**config.mk**
```make
export PLATFORM = sky130hd
export DESIGN_NAME = stsc_top
export DESIGN_NICKNAME = d
export VERILOG_FILES = /design/src/hdl/stsc_pkg.sv /design/src/hdl/stsc_timer.sv /design/src/hdl/stsc_accum.sv /design/src/hdl/stsc_top.sv
export VERILOG_INCLUDE_DIRS = /design/src /design/src/hdl
export SDC_FILE = /design/constraint.sdc
export NUM_CORES = 1
export LEC_CHECK = 0
export BUFFER_PORTS_ARGS = -buffer_cell sky130_fd_sc_hd__buf_4
export CAP_MARGIN = 20
export CORE_MARGIN = 3
export CORE_UTILIZATION = 40
export DETAILED_ROUTE_END_ITERATION = 12
export SETUP_SLACK_MARGIN = 0.02
export SKIP_CTS_REPAIR_TIMING = 1
export SLEW_MARGIN = 20
export SYNTH_ARGS = -nofsm -noshare
export SYNTH_HDL_FRONTEND = slang
export SYNTH_SLANG_ARGS = --single-unit
```
**constraint.sdc**
```tcl
create_clock -name clk_i -period 6.14 [get_ports clk_i]
set_input_delay 0.614 -clock clk_i [delete_from_list [all_inputs] [get_ports clk_i]]
set_output_delay 0.614 -clock clk_i [all_outputs]
set_load 0.05 [all_outputs]
```
**src/hdl/stsc_cfg.svh**
```systemverilog
`ifndef STSC_CFG_SVH
`define STSC_CFG_SVH

// Register indices, byte address is four times the index
`define STSC_IDX_NOISE   8'h38
`define STSC_IDX_MASK    8'h40
`define STSC_IDX_TIMING  8'h41
`define STSC_IDX_GAIN    8'h42
`define STSC_IDX_THR     8'h43
`define STSC_IDX_CTRL    8'h44
`define STSC_IDX_STAT    8'h45
`define STSC_IDX_LAST    8'h46

// Reset values
`define STSC_RST_NOISE   8'h01
`define STSC_RST_MASK    8'h00
`define STSC_RST_TIMING  8'h39
`define STSC_RST_GAIN    8'h02
`define STSC_RST_THR     8'h40
`define STSC_RST_CTRL    8'h00

// Field positions
`define STSC_TM_ACC_BIT  7
`define STSC_TM_CNT_LSB  4
`define STSC_TM_SPT_LSB  2
`define STSC_TM_CYC_LSB  0
`define STSC_CTRL_EN_BIT 0
`define STSC_CTRL_NRO_BIT 1
`define STSC_ST_STR_BIT  16
`define STSC_ST_BUSY_BIT 17

// Timing, figures in their own units
`define STSC_CLK_PERIOD_NS 5
`define STSC_SAMP_UNIT_US  320
`define STSC_CYC_UNIT_MS   35

// Avalon responses
`define STSC_RESP_OK     2'h0
`define STSC_RESP_SLVERR 2'h2

`endif

```
**src/hdl/stsc_pkg.sv**
```systemverilog
package stsc_pkg;
  typedef enum logic [1:0] {
    ST_OFF,
    ST_SAMPLE,
    ST_COMBINE,
    ST_REST
  } stsc_state_e;

  typedef logic [7:0]  stsc_byte_t;
  typedef logic [31:0] stsc_word_t;
endpackage : stsc_pkg

```
**src/hdl/stsc_timer.sv**
```systemverilog
`timescale 1ns/1ps
module stsc_timer
  import stsc_pkg::*;
#(
  parameter int CNT_W = 32
) (
  // Clock and reset
  input  wire logic             clk_i,
  input  wire logic             rst_n_i,
  // Control
  input  wire logic             load_i,
  input  wire logic [CNT_W-1:0] value_i,
  // Status
  output logic                  done_o
);

  typedef struct packed {
    logic [CNT_W-1:0] cnt;
  } stsc_tmr_s;

  stsc_tmr_s r;
  stsc_tmr_s n;

  // Down count, loaded value covers value_i cycles
  always_comb begin
    n = r;
    if (load_i) begin
      n.cnt = value_i - CNT_W'(1);
    end else if (r.cnt != '0) begin
      n.cnt = r.cnt - CNT_W'(1);
    end
  end

  always_ff @(posedge clk_i or negedge rst_n_i) begin
    if (!rst_n_i) begin
      r <= '0;
    end else begin
      r <= n;
    end
  end

  assign done_o = (r.cnt == '0);
endmodule : stsc_timer

```
**src/hdl/stsc_accum.sv**
```systemverilog
`timescale 1ns/1ps
module stsc_accum
  import stsc_pkg::*;
#(
  parameter int SAMP_W = 16,
  parameter int ACC_W  = 23,
  parameter int OUT_W  = 7
) (
  // Clock and reset
  input  wire logic              clk_i,
  input  wire logic              rst_n_i,
  // Sample stream
  input  wire logic              clr_i,
  input  wire logic              add_i,
  input  wire logic [SAMP_W-1:0] sample_i,
  // Shaping
  input  wire logic [2:0]        avg_code_i,
  input  wire logic              sum_mode_i,
  input  wire logic [2:0]        gain_i,
  // Result
  output logic      [OUT_W-1:0]  delta_o
);

  typedef struct packed {
    logic [ACC_W-1:0] acc;
  } stsc_acc_s;

  localparam logic [ACC_W-1:0] SAT_MAX = ACC_W'((1 << OUT_W) - 1);

  stsc_acc_s        r;
  stsc_acc_s        n;
  logic [ACC_W-1:0] formed;
  logic [ACC_W-1:0] scaled;

  // Sum of one input's samples, wide enough for 128 full samples
  always_comb begin
    n = r;
    if (clr_i) begin
      n.acc = '0;
    end else if (add_i) begin
      n.acc = r.acc + ACC_W'(sample_i);
    end
  end

  always_ff @(posedge clk_i or negedge rst_n_i) begin
    if (!rst_n_i) begin
      r <= '0;
    end else begin
      r <= n;
    end
  end

  // Shape the sum into a delta count
  always_comb begin
    formed = sum_mode_i ? r.acc : (r.acc >> avg_code_i);
    scaled = formed >> gain_i;
    delta_o = (scaled > SAT_MAX) ? SAT_MAX[OUT_W-1:0] : scaled[OUT_W-1:0];
  end
endmodule : stsc_accum

```
**src/hdl/stsc_top.sv**
```systemverilog
`timescale 1ns/1ps
`include "stsc_cfg.svh"
module stsc_top
  import stsc_pkg::*;
#(
  parameter int unsigned SAMP_UNIT_CYC =
    `STSC_SAMP_UNIT_US * 1000 / `STSC_CLK_PERIOD_NS,
  parameter int unsigned CYC_UNIT_CYC  =
    `STSC_CYC_UNIT_MS * 1000000 / `STSC_CLK_PERIOD_NS,
  parameter int          N_IN          = 8,
  parameter int          SAMP_W        = 16
) (
  // Clock and reset
  input  wire logic              clk_i,
  input  wire logic              rst_n_i,
  // Avalon-MM slave
  input  wire logic [9:0]        avs_address_i,
  input  wire logic              avs_read_i,
  input  wire logic              avs_write_i,
  input  wire logic [31:0]       avs_writedata_i,
  input  wire logic [3:0]        avs_byteenable_i,
  output logic      [31:0]       avs_readdata_o,
  output logic      [1:0]        avs_response_o,
  output logic                   avs_waitrequest_o,
  // Analog front end
  output logic                   afe_req_o,
  output logic      [2:0]        afe_sel_o,
  input  wire logic [SAMP_W-1:0] afe_delta_i,
  // Measurement results
  output logic      [N_IN-1:0]   touch_o,
  output logic                   recal_valid_o,
  output logic                   recal_use_o
);

  ////////////////////////////////////////////////////////////////////////////
  // State

  typedef struct packed {
    stsc_state_e st;
    stsc_byte_t  noise_cfg;
    stsc_byte_t  mask;
    stsc_byte_t  timing;
    stsc_byte_t  gain;
    stsc_byte_t  thr;
    stsc_byte_t  ctrl;
    stsc_byte_t  snap_mask;
    stsc_byte_t  snap_timing;
    logic [2:0]  snap_gain;
    logic [2:0]  ch;
    logic [7:0]  cnt;
    logic [7:0]  touch;
    logic [7:0]  noise_flags;
    logic        stretch;
    logic [6:0]  last_delta;
    logic [2:0]  last_ch;
    logic        afe_req;
    logic        recal_valid;
    logic        recal_use;
    logic        wait_r;
    stsc_word_t  rdata;
    logic [1:0]  resp;
  } stsc_top_s;

  stsc_top_s   r;
  stsc_top_s   n;
  logic        samp_load;
  logic        cyc_load;
  logic        acc_clr;
  logic        acc_add;
  logic [31:0] samp_val;
  logic [31:0] cyc_val;
  logic        samp_done;
  logic        cyc_done;
  logic [6:0]  delta;

  ////////////////////////////////////////////////////////////////////////////
  // Functions

  // First enabled input at or above a start index, found flag on top
  function automatic logic [3:0] stsc_next(input logic [7:0] m,
                                           input logic [3:0] from);
    logic [3:0] res;
    res = 4'h0;
    for (int i = 0; i < 8; i++) begin
      if (!res[3] && (4'(i) >= from) && m[i]) begin
        res = {1'b1, 3'(i)};
      end
    end
    return res;
  endfunction : stsc_next

  function automatic logic [6:0] stsc_noise_lvl(input logic [6:0] t,
                                                input logic [1:0] sel);
    logic [6:0] lvl;
    lvl = 7'h00;
    unique case (sel)
      2'b00: lvl = t >> 2;
      2'b01: lvl = (t >> 2) + (t >> 3);
      2'b10: lvl = t >> 1;
      2'b11: lvl = (t >> 1) + (t >> 3);
    endcase
    return lvl;
  endfunction : stsc_noise_lvl

  function automatic logic [31:0] stsc_samp_cyc(input logic [1:0] code);
    return 32'(SAMP_UNIT_CYC) << code;
  endfunction : stsc_samp_cyc

  ////////////////////////////////////////////////////////////////////////////
  // Helpers

  stsc_timer #(.CNT_W(32)) u_samp_tmr (
    .clk_i   (clk_i),
    .rst_n_i (rst_n_i),
    .load_i  (samp_load),
    .value_i (samp_val),
    .done_o  (samp_done)
  );

  stsc_timer #(.CNT_W(32)) u_cyc_tmr (
    .clk_i   (clk_i),
    .rst_n_i (rst_n_i),
    .load_i  (cyc_load),
    .value_i (cyc_val),
    .done_o  (cyc_done)
  );

  stsc_accum #(.SAMP_W(SAMP_W), .ACC_W(SAMP_W + 7), .OUT_W(7)) u_acc (
    .clk_i      (clk_i),
    .rst_n_i    (rst_n_i),
    .clr_i      (acc_clr),
    .add_i      (acc_add),
    .sample_i   (afe_delta_i),
    .avg_code_i (r.snap_timing[`STSC_TM_CNT_LSB +: 3]),
    .sum_mode_i (r.snap_timing[`STSC_TM_ACC_BIT]),
    .gain_i     (r.snap_gain),
    .delta_o    (delta)
  );

  ////////////////////////////////////////////////////////////////////////////
  // Next state

  always_comb begin
    logic [3:0] nx;
    logic [7:0] idx;
    logic       hit;
    logic       is_noise;
    logic [1:0] spt;
    nx        = 4'h0;
    idx       = avs_address_i[9:2];
    hit       = 1'b1;
    is_noise  = 1'b0;
    spt       = r.snap_timing[`STSC_TM_SPT_LSB +: 2];
    n         = r;
    samp_load = 1'b0;
    cyc_load  = 1'b0;
    acc_clr   = 1'b0;
    acc_add   = 1'b0;
    n.recal_valid = 1'b0;

    // Bus: one wait cycle, then a one-cycle acknowledge
    n.wait_r = !((avs_read_i || avs_write_i) && r.wait_r);
    unique case (idx)
      `STSC_IDX_NOISE:  n.rdata = {24'h00_0000, r.noise_cfg};
      `STSC_IDX_MASK:   n.rdata = {24'h00_0000, r.mask};
      `STSC_IDX_TIMING: n.rdata = {24'h00_0000, r.timing};
      `STSC_IDX_GAIN:   n.rdata = {24'h00_0000, r.gain};
      `STSC_IDX_THR:    n.rdata = {24'h00_0000, r.thr};
      `STSC_IDX_CTRL:   n.rdata = {24'h00_0000, r.ctrl};
      `STSC_IDX_STAT:   n.rdata = {14'h0000, r.st != ST_OFF, r.stretch,
                                   r.noise_flags, r.touch};
      `STSC_IDX_LAST:   n.rdata = {21'h00_0000, r.last_ch, 1'b0,
                                   r.last_delta};
      default: begin
        n.rdata = 32'h0000_0000;
        hit     = 1'b0;
      end
    endcase
    n.resp = hit ? `STSC_RESP_OK : `STSC_RESP_SLVERR;

    // Writes land on the acknowledge edge; reserved bits stay zero
    if (avs_write_i && !r.wait_r && avs_byteenable_i[0]) begin
      unique case (idx)
        `STSC_IDX_NOISE:  n.noise_cfg = {6'h00, avs_writedata_i[1:0]};
        `STSC_IDX_MASK:   n.mask      = avs_writedata_i[7:0];
        `STSC_IDX_TIMING: n.timing    = avs_writedata_i[7:0];
        `STSC_IDX_GAIN:   n.gain      = {5'h00, avs_writedata_i[2:0]};
        `STSC_IDX_THR:    n.thr       = {1'b0, avs_writedata_i[6:0]};
        `STSC_IDX_CTRL:   n.ctrl      = {6'h00, avs_writedata_i[1:0]};
        default: ;
      endcase
    end
    // Stretch flag clears on write-one; a new stretch below wins
    if (avs_write_i && !r.wait_r && idx == `STSC_IDX_STAT &&
        avs_writedata_i[`STSC_ST_STR_BIT]) begin
      n.stretch = 1'b0;
    end

    // Scan sequencer
    unique case (r.st)
      ST_OFF, ST_REST: begin
        n.afe_req = 1'b0;
        if (r.ctrl[`STSC_CTRL_EN_BIT] && (r.st == ST_OFF || cyc_done)) begin
          // Mask, timing and gain are frozen for the whole cycle
          n.snap_mask   = r.mask;
          n.snap_timing = r.timing;
          n.snap_gain   = r.gain[2:0];
          cyc_load      = 1'b1;
          nx            = stsc_next(r.mask, 4'h0);
          if (nx[3]) begin
            n.st      = ST_SAMPLE;
            n.ch      = nx[2:0];
            n.cnt     = 8'h00;
            n.afe_req = 1'b1;
            samp_load = 1'b1;
            acc_clr   = 1'b1;
          end else begin
            n.st = ST_REST;
          end
        end else if (r.st == ST_REST && cyc_done) begin
          n.st = ST_OFF;
        end
      end
      ST_SAMPLE: begin
        if (samp_done) begin
          acc_add = 1'b1;
          if (r.cnt == 8'((9'h001 << r.snap_timing[`STSC_TM_CNT_LSB +: 3])
                          - 9'h001)) begin
            n.st      = ST_COMBINE;
            n.afe_req = 1'b0;
          end else begin
            n.cnt     = r.cnt + 8'h01;
            samp_load = 1'b1;
          end
        end
      end
      ST_COMBINE: begin
        n.touch[r.ch] = delta > r.thr[6:0];
        is_noise = !r.ctrl[`STSC_CTRL_NRO_BIT] &&
                   (delta > stsc_noise_lvl(r.thr[6:0], r.noise_cfg[1:0])) &&
                   (delta <= r.thr[6:0]);
        n.noise_flags[r.ch] = is_noise;
        n.last_delta  = delta;
        n.last_ch     = r.ch;
        n.recal_valid = 1'b1;
        n.recal_use   = !is_noise;
        nx = stsc_next(r.snap_mask, {1'b0, r.ch} + 4'h1);
        if (nx[3]) begin
          n.st      = ST_SAMPLE;
          n.ch      = nx[2:0];
          n.cnt     = 8'h00;
          n.afe_req = 1'b1;
          samp_load = 1'b1;
          acc_clr   = 1'b1;
        end else begin
          n.st = ST_REST;
          if (cyc_done) begin
            n.stretch = 1'b1;
          end
        end
      end
    endcase

    // Timer values follow the settings in force for the new sample
    if (cyc_load) begin
      spt = r.timing[`STSC_TM_SPT_LSB +: 2];
    end
    samp_val = stsc_samp_cyc(spt);
    cyc_val  = 32'(CYC_UNIT_CYC) *
               (32'(r.timing[`STSC_TM_CYC_LSB +: 2]) + 32'h0000_0001);
  end

  ////////////////////////////////////////////////////////////////////////////
  // Registers

  always_ff @(posedge clk_i or negedge rst_n_i) begin
    if (!rst_n_i) begin
      r             <= '0;
      r.st          <= ST_OFF;
      r.noise_cfg   <= `STSC_RST_NOISE;
      r.mask        <= `STSC_RST_MASK;
      r.timing      <= `STSC_RST_TIMING;
      r.gain        <= `STSC_RST_GAIN;
      r.thr         <= `STSC_RST_THR;
      r.ctrl        <= `STSC_RST_CTRL;
      r.snap_timing <= `STSC_RST_TIMING;
      r.wait_r      <= 1'b1;
    end else begin
      r <= n;
    end
  end

  // Outputs straight from flops
  assign avs_readdata_o    = r.rdata;
  assign avs_response_o    = r.resp;
  assign avs_waitrequest_o = r.wait_r;
  assign afe_req_o         = r.afe_req;
  assign afe_sel_o         = r.ch;
  assign touch_o           = r.touch;
  assign recal_valid_o     = r.recal_valid;
  assign recal_use_o       = r.recal_use;
endmodule : stsc_top

```
==> run summary, run 1 <==
The number of fillers in the final layout was 3268. In the routed layout, each cell is associated on average with a via count of 5.70. The flow ran to the end, and the final reports show no timing, DRC or antenna violations.

Buffers inserted during clock tree synthesis total 17. The total routing usage reported by global routing is 18.2%. The total number of vias came out at 11000.

For the initial antenna violation count, the log shows 0. The sequential-to-total area share from yosys stat came out at 36.4%. The initial utilization of the core area, before any placement, comes to 41.1%. Detailed placement ended at an HPWL of 24100 um. Setup repair after global routing left no endpoint under its margin. The power per cell area was 228 nW/um^2. In this run, synthesis produced a sequential element count of 197. The commonest cells after synthesis are sky130_fd_sc_hd__nand2_1 (189), sky130_fd_sc_hd__dfrtp_1 (186), sky130_fd_sc_hd__nor2_1 (86). Synthesis instantiated 91 different standard cells from the library. The mux contribution to synthesized area is 9.22%, and the complex-gate fraction of the synthesized area is 17.3%.

The worst setup timing slack at the placement stage came out at 747 ps. On the final layout, the worst clock skew is 18.9 ps. The number of global-route vias before repair is 10400. Traced cell by cell, the critical path runs through buf_4, nor3_1, inv_1, ha_1, nor2b_1, o22ai_1, a211oi_1, o21ai_0, a21boi_1, o21bai_2, nand2_1, ha_1, nand2b_1, nor4_1, nor2b_1, o2111ai_1, nor4_1, xnor2_1, nor2_1. Cell leakage power: 6.38 nW.

Measured along the x axis, the die boundary spans 190 um. The logs give 0 for the hold violation count in the final report and 0.883 for the placer congestion estimate. The cell sitting at the root of the clock tree is a sky130_fd_sc_hd__clkbuf_16. STA classifies the critical path endpoint as a register. Counting I/O delays and the setup requirement, the final critical path takes 5490 ps. The ratio of final minimum period to clock period is 89.4%, and the count of routing violations after the opening detailed-route iteration is 713. The run gives 38.6% as the relative slew slack.

Dividing the detail-routed wire length by the instance count gives 17.1 um. The proportion of layout cells with a drive suffix above 1 was 16.3%. The required time of the critical path was 6420 ps; the maximum level of the CTS H-tree was 4. The tools report the net count of the finished layout as 1612. Dominant register cell in the synthesized netlist: sky130_fd_sc_hd__dfrtp_1. The most common cell in the synthesized netlist is sky130_fd_sc_hd__nand2_1. Yosys mapped a number of flops with a built-in enable equal to 0. The worst path meets setup with 653 ps of slack. The synthesized netlist devotes 19.4% of its cell area to simple gates. Clock tree synthesis found a total of 197 sinks. The count of warnings emitted by yosys is 0, and the achievable clock frequency is 0.182 GHz. The data arrival time at the worst-slack endpoint was 5770 ps. The slowest cell on the critical path was sky130_fd_sc_hd__dfstp_2. Each instance of the synthesized netlist takes up on average 9.22 sq um.

In the post-synthesis netlist, the biggest area contributors are sky130_fd_sc_hd__dfrtp_1 (34%), sky130_fd_sc_hd__ha_1 (5.7%), sky130_fd_sc_hd__nand2_1 (5.2%). Total of max-cap violations: 0. The largest stage delay on the critical path is 850 ps, and the largest vdd supply drop is 0.000150 V.

The layout-stage area growth over the synthesis result works out to 9.26%. For the final number of setup-violating endpoints, the log shows 0. Count of buffers from port buffering: 71. In this run the worst path has a maximum fanout of 22. By area, the combinational part of the netlist is dominated by simple AND/OR/NAND/NOR gates.

At the pin with the least slew margin, the transition time is 918 ps. Worst hold path class: input pin to asynchronous set/reset pin. TritonCTS built the clock tree. The repair_antennas step left the layout with diodes totalling 0. The clock reaches the later pin of the worst-skew pair after 450 ps.

The final layout contains routed wiring with a total length of 33000 um. The die covers 36200 sq um. The first global-routing pass estimated 54400 um of wire. For this run, the detailed router's first-pass iteration total came to 5. For the utilization after layout, the log shows 44.9%. The placement row count is 66.

The share of synthesized area in the top cell type comes to 34.3%. The longest clock path from root to sink contains 2 buffers. After Yosys synthesis, XOR and XNOR cells account for 4.90% of the synthesized area. sky130_fd_sc_hd__dfrtp_1 takes more of the synthesized area than any other cell. The accumulated negative setup slack is 0 ps, and the total grt overflow is 0.

Leaving out filler cells and counting taps, the final layout contains 1933. After layout, the design draws a total of 3.39 mW. The number of cells in the design after placement came out at 1901. Clock-pin slew was measured on the worst setup and hold paths at 80 ps. The post-synthesis share of cell area spent on full adders, half adders and majority gates was 6.59%. For the standard cell core area, the log shows 33000 sq um. Measured along the y axis, the die boundary spans 190 um. Post-detailed-route DRC marker count: 0.

The worst setup path is of the register to register kind. The final max-slew violation count is 0, and the number of primary I/O pins is 115. In this run the cell area of the synthesized design comes to 13600 sq um. The run gives 1474 as the instance count of the mapped netlist. Of all flip-flops after synthesis, the portion carrying an async set or reset was 100%.

STA classifies the critical path startpoint as a register. The largest net degree at the start of global routing is 84. Remaining number of nets flagged by the antenna check after routing: 0.
registers in the layout, summed over array words and instances (netlist names), 3 cells and up:
signal / flops
avs_readdata_o: 18
touch_o: 8
r: 76
u_samp_tmr.r: 32
u_acc.r: 23
u_cyc_tmr.r: 32
afe_sel_o: 3
cells by family after synthesis:
kind of cell    after synthesis
mux                          89
buf+inv                     168
xor+xnor                     76
compound gates              352
flops                       197
fa+ha+maj                    68
simple gates                522
other cells                   2
power by group:
group          switching (mW)  internal, mW
combinational           0.321         0.272
clock                   0.574         0.589
sequential              0.177          1.46
total                    1.07          2.32
final cells by class:
cell class | count | area (sq um) | area share [%]
Clock inverter | 14 | 184 | 1.24
Inverter | 47 | 176 | 1.19
Clock buffer | 18 | 429 | 2.89
Multi-Input combinational cell | 1124 | 7870 | 53.0
Sequential cell | 197 | 4940 | 33.3
Timing Repair Buffer | 91 | 689 | 4.64
Tap cell | 442 | 553 | 3.73
worst max-delay path: cells and delay by family, from the launching register on:
kind | cells | cell delay [ps]
compound gates | 6 | 1410
buf+inv | 2 | 480
xor+xnor | 1 | 160
fa+ha+maj | 2 | 740
flops | 1 | 850
simple gates | 8 | 1670
through the flow:
stage	hold WS [ps]	cell area, sq um
2_1_floorplan	318	13600
4_1_cts	233	14800
6_report	208	14800
3_5_place_dp	456	14200
5_1_grt	261	14800
3_3_place_gp	449	14200
path summary, 6_finish.rpt:
path | startpoint | end | slack [ps] | depth (start not counted)
worst min register to register | r[52] | r[52] | 470 | 2
worst max-delay path | r[84] | u_samp_tmr.r[28] | 650 | 19
max in group asynchronous | rst_n_i | r[69] | 4670 | 2
min in group clk_i | avs_read_i | avs_waitrequest_o | 300 | 2
worst max register to register | r[84] | u_samp_tmr.r[28] | 650 | 19
worst min-delay path | rst_n_i | avs_response_o[1] | 210 | 1
layout by cell type, fill, tap and decap left out, types with 11 or more instances in the layout:
cell / count
sky130_fd_sc_hd__o22ai_1: 18
sky130_fd_sc_hd__or2_2: 13
sky130_fd_sc_hd__dfrtp_1: 186
sky130_fd_sc_hd__xnor2_1: 51
sky130_fd_sc_hd__nor4_1: 22
sky130_fd_sc_hd__nand2b_1: 18
sky130_fd_sc_hd__buf_4: 90
sky130_fd_sc_hd__conb_1: 17
sky130_fd_sc_hd__or4_1: 11
sky130_fd_sc_hd__nand4_1: 15
sky130_fd_sc_hd__or3_1: 16
sky130_fd_sc_hd__a22oi_1: 13
sky130_fd_sc_hd__nor2b_1: 23
sky130_fd_sc_hd__and3_1: 12
sky130_fd_sc_hd__mux2i_1: 19
sky130_fd_sc_hd__a211oi_1: 12
sky130_fd_sc_hd__nor3_1: 33
sky130_fd_sc_hd__nor2_1: 86
sky130_fd_sc_hd__xor2_1: 25
sky130_fd_sc_hd__ha_1: 62
sky130_fd_sc_hd__inv_1: 46
sky130_fd_sc_hd__a21o_1: 11
sky130_fd_sc_hd__mux2_2: 45
sky130_fd_sc_hd__nand2_1: 189
sky130_fd_sc_hd__o21ai_0: 74
sky130_fd_sc_hd__and2_1: 16
sky130_fd_sc_hd__nand3_1: 32
sky130_fd_sc_hd__a21oi_1: 83
sky130_fd_sc_hd__clkbuf_16: 17
sky130_fd_sc_hd__mux4_2: 24
sky130_fd_sc_hd__o21a_1: 13
sky130_fd_sc_hd__dfstp_2: 11
sky130_fd_sc_hd__a31oi_1: 18
routing by layer:
metal	share of wire (%)	GRT usage, %	routed length, um
met1	49	27.0	16300
met2	45	27.9	14800
met3	3.9	2.50	1300
met4	1.8	4.94	582
met5	0	0	0
Note: power is estimated with default switching activity, not from simulation.
==> inputs of run 2 (changes only) <==
--- a/config.mk
+++ b/config.mk
@@ -11,6 +11,7 @@
 export CORE_MARGIN = 3
 export CORE_UTILIZATION = 40
 export DETAILED_ROUTE_END_ITERATION = 12
+export PLACE_DENSITY_LB_ADDON = 0.15
 export SETUP_SLACK_MARGIN = 0.02
 export SKIP_CTS_REPAIR_TIMING = 1
 export SLEW_MARGIN = 20
==> run summary, run 2 (synthesized netlist as in run 1, its figures left out) <==
The tools report the worst setup timing slack at the placement stage as 754 ps (+7.61 ps). The initial antenna violation count is 0 (unchanged), and the part of the total power dissipated in the clock network is 33.5% (-0.8 points). The final routed wire length divided by cell count is 17.6 um (+3.0%), and the final worst setup slack is 727 ps (+73.5 ps). The logs give 0.185 GHz (+1.4%) for the achievable clock frequency and 0 (unchanged) for the final number of setup-violating endpoints. The post-CTS clock slew at the launch and capture registers of the worst setup and hold paths was 80 ps (about the same); the first-pass GRT wire length was 56700 um (+4.3%). The critical path is of the register to register type. Power per cell area: 226 nW/um^2 (-1.0%). Maximum level of the CTS H-tree: 4 (unchanged). The final max-slew violation count is 0 (unchanged).

The standard cell core area is 33000 sq um (unchanged), and the largest stage delay on the critical path is 840 ps (about the same). For the total grt overflow, the log shows 0 (unchanged). The number of global-route vias before repair was 10700 (+2.5%); the utilization after layout was 44.9% (-0.045 points). The internal cell power is 2.28 mW (-1.7%).

Effective utilization at floorplan: 41.1% (unchanged). The worst-skew pair later-pin latency is 450 ps (about the same), and the part of the total power dissipated in sequential elements is 48.8% (+0.6 points). Flip-flop count of the largest register, all copies and words added: 76 (unchanged).

STA classifies the critical path startpoint as a register. For the antenna diode count, the log shows 0 (unchanged). The biggest fanout along the worst timing path works out to 22 (unchanged). Cell seen most often among critical-path stages: sky130_fd_sc_hd__o21a_1.

The data arrival time at the worst-slack endpoint was 5740 ps (-30 ps). The largest registers in the layout are r (76), u_cyc_tmr.r (32), u_samp_tmr.r (32). The remaining number of nets flagged by the antenna check after routing is 0 (unchanged).

The tools report the number of cells in the design after placement as 1902 (+0.053%). Leaving out fill and tap cells, the most frequent cell in the layout is sky130_fd_sc_hd__nand2_1. The number of buffers inserted during clock tree synthesis is 17 (unchanged). The total number of vias is 10900 (-1.1%). The number of primary I/O pins came out at 115 (unchanged). The run gives 0 (unchanged) as the total of max-cap violations. The required time of the critical path was 6460 ps (+40 ps).

The overall die width works out to 190 um (unchanged). The total routing usage reported by global routing is 19.0% (+0.82 points). The proportion of layout cells with a drive suffix above 1 is 16.4% (+0.12 points), and the final worst hold slack is 225 ps (+16.7 ps). The slowest stage of the critical path is the sky130_fd_sc_hd__dfstp_2 cell. The worst hold path belongs to the class input pin to asynchronous set/reset pin.

For the total die area, the log shows 36200 sq um (unchanged). The setup slack of the worst register-to-register path was 730 ps (+70 ps); the final non-filler cell total was 1934 (+0.052%). The switching part of the total is 32.1% (+0.41 points). In the layout the commonest cells are sky130_fd_sc_hd__nand2_1 (189), sky130_fd_sc_hd__dfrtp_1 (186), sky130_fd_sc_hd__buf_4 (91). For the clock skew, the log shows 18.2 ps (-0.669 ps).

The tools report the hold violation count in the final report as 0 (unchanged). Library cell used as clock root buffer: sky130_fd_sc_hd__clkbuf_16. Count of buffers from port buffering: 71 (unchanged). The layout-stage area growth over the synthesis result is 9.15%. For the largest net degree at the start of global routing, the log shows 90 (+7.1%).

Setup repair after global routing left no endpoint under its margin. The relative slew slack was 40.0% (+1.5 points). For the largest vdd supply drop, the log shows 0.000179 V (+19%).

The post-detailed-route DRC marker count is 0 (unchanged), and the post-layout total power is 3.35 mW (-1.1%). The detailed placer's ending HPWL was 24600 um (+2.4%); the number of detailed-route iterations in the first pass was 6 (+1). Placement row count: 66 (unchanged). r holds more flip-flops than any other register. The run gives 0 ps (unchanged) as the accumulated negative setup slack. The kind of end point of the critical path was a register. TritonCTS built the clock tree. Traced cell by cell, the critical path runs through mux4_2, mux2_4, o311a_1, or3_4, o32ai_2, o211ai_1, nor2_2, buf_4, and2_1, ha_1, nor2b_1, o21a_1, o21a_1, o21a_1, o21a_1, o21a_1, o22a_1, o41ai_1. The final critical delay including setup and external delays is 5410 ps (-73.5 ps), and the cell leakage power is 6.37 nW (-0.14%).

The tools report the net count of the finished layout as 1613 (+0.062%). The tools report the aggregate routed wire length as 34000 um (+3.1%). The sink count of the clock tree is 197 (unchanged), and the chip height is 190 um (unchanged).

The maximum buffer depth of the clock tree is 2 (unchanged), and the slew at the pin closest to its max-slew limit is 895 ps (-23.8 ps). The count of routing violations after the opening detailed-route iteration is 844 (+18%), and the switching power of the nets is 1.07 mW (+0.16%). For the placer congestion estimate, the log shows 0.865 (-2.0%). The flow ran to the end, and the final reports show no timing, DRC or antenna violations. The run gives 17.8% (+0.3 points) as the proportion of power drawn by combinational gates.

The post-layout instance area was 14800 sq um (-0.10%); the placed instance area was 14200 sq um (about the same). The ratio of final minimum period to clock period came out at 88.2% (-1.2 points). The average via count per standard cell was 5.63 (-1.1%).
-- run 2: cell types whose count changed in the layout (fill, tap and decap cells not counted), sizes merged --
cell | previous run | this run
buf | 90 | 91
clkinv | 8 | 7
bufinv | 1 | 0
inv | 51 | 53
-- run 2: power groups by stage --
| stage | Combinational [mW] | Sequential, mW | Clock [mW] |
|---|---|---|---|
| 6_report | 0.595 | 1.63 | 1.12 |
| 5_1_grt | 0.683 | 1.66 | 1.21 |
| 4_1_cts | 0.600 | 1.63 | 1.15 |
| 3_5_place_dp | 0.596 | 1.66 | 0 |
| 3_3_place_gp | 0.581 | 1.65 | 0 |
| 2_1_floorplan | 0.466 | 1.61 | 0 |
-- run 2: critical path, delay by kind of cell (launching register included) --
family                     cells  cell delay, ps
AOI/OAI and AO/OA             10            2450
adders and majority gates      1             150
buffers and inverters          1             210
DFF                            1             840
muxes                          2             860
and+or+nand+nor                4             770
-- run 2: path summary, 6_finish.rpt --
check / start / to / cells past startpoint
max: r[84] / r[56] / 18
min: rst_n_i / avs_response_o[1] / 1
max reg2reg: r[84] / r[56] / 18
min reg2reg: r[55] / r[55] / 2
max in group asynchronous: rst_n_i / r[47] / 2
min in group clk_i: avs_read_i / avs_waitrequest_o / 2
-- run 2: area by class of cell --
type | count | area (sq um)
Multi-Input combinational cell | 1124 | 7870
Clock inverter | 14 | 159
Inverter | 47 | 176
Clock buffer | 18 | 429
Tap cell | 442 | 553
Fill cell | 3243 | 18200
Sequential cell | 197 | 4940
Timing Repair Buffer | 92 | 697
-- run 2: layer usage --
metal / vias to the layer above / share of wire (%) / global-route usage, %
li1: 5316 / - / -
met2: 246 / 45 / 30.0
met4: 0 / 1.5 / 4.63
met5: - / 0 / 0
met3: 37 / 3.9 / 2.46
met1: 5299 / 49 / 27.8
